### src/phc_checker.sv
`timescale 1ns/100ps
`default_nettype none

// word fifo between the loader and the checker
module phc_fifo #(
  parameter int unsigned WIDTH = 32,
  parameter int unsigned DEPTH = 16
) (
  input  wire logic             ref_clk,
  input  wire logic             rst_n,
  input  wire logic             in_valid,
  output logic                  in_ready,
  input  wire logic [WIDTH-1:0] in_data,
  output logic                  out_valid,
  input  wire logic             out_ready,
  output logic      [WIDTH-1:0] out_data
);
  localparam int unsigned AW = $clog2(DEPTH);
  logic [WIDTH-1:0] mem [DEPTH];
  logic [AW:0]      wp_r;
  logic [AW:0]      wp_nxt;
  logic [AW:0]      rp_r;
  logic [AW:0]      rp_nxt;
  logic             push;
  logic             pop;

  // honest full and empty from pointers with wrap bit
  always_comb begin
    in_ready  = !((wp_r[AW] != rp_r[AW]) && (wp_r[AW-1:0] == rp_r[AW-1:0]));
    out_valid = (wp_r != rp_r);
    push      = in_valid && in_ready;
    pop       = out_valid && out_ready;
    wp_nxt    = push ? wp_r + 1'b1 : wp_r;
    rp_nxt    = pop ? rp_r + 1'b1 : rp_r;
    out_data  = mem[rp_r[AW-1:0]];
  end

  // pointer registers and storage
  always_ff @(posedge ref_clk) begin
    if (!rst_n) begin
      wp_r <= '0;
      rp_r <= '0;
    end else begin
      wp_r <= wp_nxt;
      rp_r <= rp_nxt;
    end
    if (push) begin
      mem[wp_r[AW-1:0]] <= in_data;
    end
  end
endmodule


`default_nettype wire

### config.mk
export PLATFORM = sky130hd
export DESIGN_NAME = phc_fifo
export DESIGN_NICKNAME = d
export VERILOG_FILES = /design/src/phc_checker.sv
export SDC_FILE = /design/constraint.sdc
export NUM_CORES = 1
export LEC_CHECK = 0
export BUFFER_PORTS_ARGS = -buffer_cell sky130_fd_sc_hd__clkbuf_2
export CORE_AREA = 2 2 257 234
export CTS_CLUSTER_DIAMETER = 60
export DETAILED_ROUTE_END_ITERATION = 8
export DIE_AREA = 0 0 259 236
export SKIP_LAST_GASP = 1
export SLEW_MARGIN = 15
export SYNTH_ARGS = -nofsm -noshare
export SYNTH_HDL_FRONTEND = slang
export SYNTH_SLANG_ARGS = --single-unit
### constraint.sdc
create_clock -name ref_clk -period 4.07 [get_ports ref_clk]
set_clock_uncertainty 0.15 [all_clocks]
set_input_delay 0.814 -clock ref_clk [delete_from_list [all_inputs] [get_ports ref_clk]]
set_output_delay 0.814 -clock ref_clk [all_outputs]
set_load 0.05 [all_outputs]
==> results of run 1 <==
-- placed cells by master, fill, tap and decap left out, drive strengths merged, types with 3 or more instances in the layout --
cell / instances
and3: 11
nand2b: 3
buf: 29
xor2: 5
a21oi: 4
clkinv: 24
mux2i: 8
and4b: 4
dfxtp: 14
inv: 7
nand4: 5
clkbuf: 138
o211ai: 4
nand2: 13
mux4: 160
ha: 5
nand3: 9
edfxtp: 512
-- registers in the layout, summed over array words and instances, names as in the netlist, named ones only --
name	flops
mem	512
rp_r	5
wp_r	5
-- final timing paths --
check / from / end / depth (start not counted) / slack [ps]
max: register / out_data[1] / 4 / 310
min: wp_r[4]$_SDFFE_PN0P_ / wp_r[4]$_SDFFE_PN0P_ / 2 / 360
max reg2reg: wp_r[2]$_SDFFE_PN0P_ / mem[0][14]$_DFFE_PP_ / 6 / 630
min reg2reg: wp_r[4]$_SDFFE_PN0P_ / wp_r[4]$_SDFFE_PN0P_ / 2 / 360
-- synthesized netlist by cell type --
| cell | instances | area, µm² |
|---|---|---|
| edfxtp_1 | 512 | 15400 |
| mux4_2 | 128 | 2880 |
| mux4_1 | 32 | 841 |
| dfxtp_1 | 14 | 280 |
| buf_6 | 13 | 146 |
| clkbuf_1 | 13 | 48.8 |
| nand2_1 | 13 | 48.8 |
| and3_1 | 11 | 68.8 |
| nand3_1 | 9 | 45.0 |
| buf_1 | 8 | 30.0 |
| mux2i_1 | 8 | 80.1 |
| buf_2 | 6 | 30.0 |
| inv_1 | 6 | 22.5 |
| ha_1 | 5 | 62.6 |
| nand4_1 | 5 | 31.3 |
| xor2_1 | 5 | 43.8 |
| a21oi_1 | 4 | 20.0 |
| and4b_1 | 4 | 40.0 |
| o211ai_1 | 4 | 30.0 |
| nand2b_1 | 3 | 18.8 |
| a2111o_1 | 2 | 22.5 |
| a211o_1 | 2 | 17.5 |
| nand3b_1 | 2 | 15.0 |
| and2_1 | 1 | 6.26 |
| buf_8 | 1 | 15.0 |
| nor2_1 | 1 | 3.75 |
| nor2b_1 | 1 | 6.26 |
| nor4_2 | 1 | 12.5 |
| xnor2_1 | 1 | 8.76 |
-- metrics by stage --
step                util [%]  setup WS (ps)  cells
finish                  39.6            308   1752
global route            39.6            183   1751
CTS                     39.6            209   1750
detailed placement      37.0            661   1655
global placement        37.0            788   1655
floorplan                  -            943    815
-- final cells by class --
| cell class | count | share of cell area, % |
|---|---|---|
| Antenna cell | 2 | 0.0215 |
| Clock buffer | 69 | 6.13 |
| Clock inverter | 26 | 0.590 |
| Inverter | 6 | 0.0966 |
| Multi-Input combinational cell | 242 | 18.6 |
| Sequential cell | 526 | 67.2 |
| Tap cell | 783 | 4.20 |
| Timing Repair Buffer | 98 | 3.17 |
-- layer usage --
layer | vias to the layer above | routed length, µm
met4 | 2 | 751
met3 | 64 | 2600
met5 | - | 8
met2 | 256 | 19700
met1 | 4831 | 19000
li1 | 3801 | -
-- tightest hold or removal path, cell delays in order (launching register included) --
cell	delay [ps]
dfxtp_1	340
nand2_1	70
mux2i_1	60
-- cells by family (layout without fill, tap and decap cells) --
kind of cell / after synthesis / after routing / synth area share (%)
xor gates and xnor gates: 6 / 6 / 0.259
adders and majority gates: 5 / 5 / 0.309
other: 0 / 2 / 0
DFF: 526 / 526 / 77.3
muxes: 168 / 168 / 18.8
AOI/OAI and AO/OA: 12 / 12 / 0.445
and+or+nand+nor: 51 / 51 / 1.46
buffers and inverters: 47 / 199 / 1.45
-- power breakdown --
group,internal [µW],total (µW),leakage (µW),switching (µW)
Clock,2460,4410,0.000756,1950
Combinational,696,1630,0.00173,937
Sequential,6020,6070,0.00474,51.7
==> results.md, run 1 <==
- Vias/cell: ~5
- Post-Route WL: 42.1 mm
- First-pass GRT wire length: ~62 mm
- Peak supply drop: ~0.3 mV
- Number of I/O pins: 70
- Unrepaired setup endpoints after global routing: false
- Seq cells post-synth: approximately 530
- Critical path fanouts, max: 26
- Gate count of the mapped netlist: 815
- Clock Sinks: 526
- Fillers: roughly 5,100
- Synth unique cells: 29
- TritonCTS clock tree: yes
- Starting density of the core: between 30% and 40%
- Worst EP required: about 3100 ps
- Slew HR: 32.3%
- M3 GR Usage: ~3.2%
- Initial antenna violation count: 4
- Critical path's largest stage delay: approximately 610 ps
- Port bufs: a little under 70
- Setup TNS: 0 ps
- Max frequency: 266 MHz
- Routed WL per cell: 24.0 µm
- P&R area growth vs syn: 15.1%
- Cts bufs inserted: 54
- Row count: 85
- Layout cells sized above 1: approximately a third
- Residual DRC count: 0
- Post-route clock period utilization: between 90 and 100%
- Post-DP HPWL: 22.3 mm
- Max cap viols: 0
- Maximum clock path buffer count: 3
- Met2 global-route usage: 21.0%
- Total iterations of the first detailed-routing run: 4
- Worst-Skew Late Latency: 590 ps
- Nets: just under 1,000
- Tmin final: 3760 ps
- Final Hold Viols: 0
- Met1 Track Usage GR: between 20 and 25%
- Setup crit start kind: register
- Core Box Area: around 0.059 mm²
- Vias in the first global route: 9,326
- Yosys warnings: 0
- Syn nets: 856
- Count of cells resized by post-cts repair: 0
- Setup Buffers After CTS: 0
- Multi-input logic area: between 0.004 and 0.005 mm²
- Post-route ant nets: 0
- Status: completed
- Post-Layout Inst Area: roughly 0.023 mm²
- Synth Cell Area: 0.0203 mm²
- FF/Latch Area: about 0.016 mm²
- Worst EP arrival: approximately 2800 ps
- Gr usage total: 14.0%
- Kind of end point of the critical path: output pin
- CTS clock-pin slew for the worst setup and hold paths: ~60 ps
- Power per cell area: just over 500 mW/mm²
- Crit Path Category: reg -> out
- H-tree levels: 2
- Placed inst area: roughly 0.022 mm²
- Clock Tree Root: clkbuf_16
- Die W: between 200 and 300 µm
- Sequential share of the synthesized area: between 70 and 80%
- Die area: about 0.061 mm²
- Via count: 8,954
- Hold WC Path Type: reg -> reg
- Setup violations, final: 0
- Mapped Avg Cell Area: about 25 µm²
- GRT overflow: 0
- Crit path buf inv count: 2
- Delay-heaviest family, CP: multiplexers
- Overall Power: between 10,000 and 15,000 µW
- DIE HEIGHT: 236 µm
- # hold bufs at CTS: 0
- Pins Over Slew Limit: 0
- Slowest-stage cell, CP: mux4_1
- LEAKAGE: between 0.007 and 0.008 µW
- GPL Wtd Cong: 0.664
- Actual transition at the worst max-transition pin: slightly above 1000 ps
- Crit-path cells: buf_12, mux4_1, mux4_2, clkbuf_2
- Hold WS: 361 ps
- Gr busiest metal: met2
- Largest net degree at the start of global routing: 41
- Iter 0 DRT Violations: just over 700
(Power assumes the default switching activity.)
==> run 2, diff against run 1 <==
--- a/config.mk
+++ b/config.mk
@@ -5,11 +5,12 @@
 export SDC_FILE = /design/constraint.sdc
 export NUM_CORES = 1
 export LEC_CHECK = 0
+export ABC_AREA = 1
 export BUFFER_PORTS_ARGS = -buffer_cell sky130_fd_sc_hd__clkbuf_2
-export CORE_AREA = 2 2 257 234
+export CORE_AREA = 2 2 270 245
 export CTS_CLUSTER_DIAMETER = 60
 export DETAILED_ROUTE_END_ITERATION = 8
-export DIE_AREA = 0 0 259 236
+export DIE_AREA = 0 0 272 247
 export SKIP_LAST_GASP = 1
 export SLEW_MARGIN = 15
 export SYNTH_ARGS = -nofsm -noshare
==> results.md, run 2 <==
- CP dominant cell by count: nand3_1
- Total iterations of the first detailed-routing run: 5 (+1)
- Kind of end point of the critical path: output pin
- Number of I/O pins: 70 (unchanged)
- Top-count cell post-synth: edfxtp_1
- Multiplexer area fraction after synthesis: 0% (-19 points)
- Clock Tree Root: clkbuf_16
- Critical path's largest stage delay: 780 ps (+170 ps)
- Placed inst area: 0.0236 mm² (+8.6%)
- Setup crit start kind: register
- Ys async rst share: 0% (unchanged)
- Crit Path Category: reg -> out
- Post-Synth Simple-Gate Area: 8.57% (+7.1 points)
- Slew HR: 27.6% (-4.7 points)
- Initial antenna violation count: 2 (-2)
- Worst Reg-to-Reg Cells: 10 (+4)
- DIE HEIGHT: 247 µm (+4.7%)
- Iter 0 DRT Violations: 1,142 (+61%)
- Number of flip-flops in the largest register: 512 (unchanged)
- Vias in the first global route: 12,795 (+37%)
- Crit-path cells: buf_4, o211ai_1, nand3_1, nand3_1, nand2_1, clkbuf_2
- Maximum clock path buffer count: 3 (unchanged)
- Delay-heaviest family, CP: buffers and inverters
- Hold WC Path Type: reg -> reg
- Setup violations, final: 0 (unchanged)
- Hold path cells: 2 (unchanged)
- Crit path buf inv count: 2 (unchanged)
- Setup TNS: 0 ps (unchanged)
- Sequential share of the synthesized area: 70.2% (-7.1 points)
- Post-Route WL: 52.0 mm (+24%)
- Number of cells on the critical path: 6 (+2)
- Critical path fanouts, max: 49 (+88%)
- H-tree levels: 2 (unchanged)
- Actual transition at the worst max-transition pin: 1090 ps (+70.5 ps)
- Via count: 13,145 (+47%)
- Die area: 0.0672 mm² (+9.9%)
- Worst-Skew Late Latency: 580 ps (about the same)
- Synth Area in Compound Gates: 13.1% (+13 points)
- Synth Cell Area: 0.0223 mm² (+10%)
- Residual DRC count: 0 (unchanged)
- Mapped Avg Cell Area: 12.8 µm² (-49%)
- Final std cells w/o fill: 2,704 (+54%)
- Peak supply drop: 0.321 mV (+7.2%)
- Largest net degree at the start of global routing: 81 (+98%)
- Commonest cells in the netlist: 512 x edfxtp_1, 270 x inv_1, 202 x nand3_1
- Power per cell area: 492 mW/mm² (-5.2%)
- Synth Area in XOR/XNOR: 0.0393% (-0.22 points)
- Vias/cell: 4.86 (-4.9%)
- Post-synth top flop: edfxtp_1
- Slowest-stage cell, CP: dfxtp_4
- Worst EP required: 3110 ps (about the same)
- Post-DP HPWL: 27.2 mm (+22%)
- Met2 routed WL: 25.2 mm (+28%)
- Post-route clock period utilization: 91.7% (-0.77 points)
- Seq cells post-synth: 526 (unchanged)
- First-pass GRT wire length: 78.3 mm (+25%)
- P&R area growth vs syn: 13.0%
- GPL Wtd Cong: 0.757 (+14%)
- Max cap viols: 0 (unchanged)
- Gr usage total: 15.5% (+1.5 points)
- Setup Buffers After CTS: 0 (unchanged)
- Worst EP arrival: 2770 ps (-30 ps)
- Post-route ant nets: 0 (unchanged)
- Synth unique cells: 26 (-10%)
- Port bufs: 69 (unchanged)
- Commonest non-fill, non-tap cell in the layout: edfxtp_1
- Top-area cell type share of the netlist area: 68.9% (-7.0 points)
- # hold bufs at CTS: 0 (unchanged)
- Gate count of the mapped netlist: 1,744 (+110%)
- Core Box Area: 0.0647 mm² (+10%)
- TritonCTS clock tree: yes
- Post-synthesis adder-cell area fraction: 0.280% (-0.028 points)
- Post-Layout Inst Area: 0.0252 mm² (+8.1%)
- Count of cells resized by post-cts repair: 0 (unchanged)
- LEAKAGE: 0.00881 µW (+22%)
- Status: completed
- CTS clock-pin slew for the worst setup and hold paths: 60 ps (about the same)
- Inst Count DP: 2,611 (+58%)
- Unrepaired setup endpoints after global routing: false
- Tmin final: 3730 ps (-31.4 ps)
- Nets: 1,841 (+90%)
- GRT overflow: 0 (unchanged)
- Syn nets: 1,785 (+110%)
- Area leader, netlist: edfxtp_1
- Post-synth EDFFs: 512 (unchanged)
- Top post-synthesis cells by area: edfxtp_1 69%, a21oi_2 4.9%, inv_1 4.5%
- Most frequent cells in the layout: 512 x edfxtp_1, 268 x inv_1, 202 x nand3_1
- Die W: 272 µm (+5.0%)
- Cts bufs inserted: 51 (-5.6%)
- Clock Sinks: 526 (unchanged)
- Pins Over Slew Limit: 0 (unchanged)
- Layout cells sized above 1: 20.1% (-12 points)
- Final Hold Viols: 0 (unchanged)
- Final core occ: 39.0% (-0.68 points)
- Max frequency: 268 MHz (+0.84%)
- Routed WL per cell: 19.2 µm (-20%)
- Starting density of the core: 34.5% (+0.049 points)
- Met1 Wirelength: 22.8 mm (+20%)
- Main combinational cell family by area after synthesis: compound AO/OA/AOI/OAI gates
- Top layer in use: met4
- Yosys warnings: 0 (unchanged)
- WL met3: 2.89 mm (+11%)
- Row count: 89 (+4.7%)
- Overall Power: 12,400 µW (+2.5%)
[run 2: changes by cell type after synthesis, moves of 11 or more]
cell,change
nand2_1,+183
o211ai_1,+92
a21oi_2,+126
nor2_1,+32
and3_1,-11
mux4_2,-128
buf_6,+18
buf_2,+24
clkbuf_1,+17
inv_1,+264
o211ai_2,+32
nand3_1,+193
o21ai_1,+120
mux4_1,-32
[run 2: cell families (layout without fill, tap and decap cells)]
kind of cell    count (synthesis)  after routing
buf+inv                       382            476
flops                         526            526
compound gates                394            394
fa+ha+maj                       5              5
other cells                     0              2
simple gates                  436            436
xor+xnor                        1              1
[run 2: metal layers]
metal  vias to the layer above  global-route usage (%)
met5                         -                       0
met4                         0                    4.67
met3                        73                    2.52
met2                       329                    26.0
met1                      6462                    20.5
li1                       6281                       -
[run 2: final timing paths]
check | startpoint | slack, ps | endpoint
hold reg to reg | wp_r[4]$_SDFFE_PN0P_ | 390 | wp_r[4]$_SDFFE_PN0P_
setup / recovery | register | 340 | out_data[4]
setup reg to reg | wp_r[0]$_SDFFE_PN0P_ | 1170 | mem[5][16]$_DFFE_PP_
hold / removal | wp_r[4]$_SDFFE_PN0P_ | 390 | wp_r[4]$_SDFFE_PN0P_
[run 2: through the flow]
step	hold WS (ps)	setup WS [ps]
6_report	389	340
5_1_grt	409	148
4_1_cts	389	283
3_5_place_dp	380	933
3_3_place_gp	372	942
2_1_floorplan	345	1110
[run 2: power by group]
group,total (µW),internal (µW),switching [µW]
clock network,4570,2550,2020
logic,1760,522,1240
registers,6070,6010,64.6
total,12400,9080,3330
[run 2: cell type report]
| type | instances | area, µm² |
|---|---|---|
| fillers | 6057 | 39500 |
| multi-input cells | 836 | 5020 |
| diodes | 2 | 5.00 |
| repair buffers | 111 | 823 |
| inverters | 274 | 1030 |
| clock buffers | 59 | 1310 |
| well taps | 864 | 1080 |
| flip-flops and latches | 526 | 15700 |
| clock inverters | 32 | 274 |
[run 2: worst min-delay path, delay by kind of cell, from the launching register on]
kind               cells  cell delay, ps
and+or+nand+nor        1              50
AOI/OAI and AO/OA      1             110
DFF                    1             330
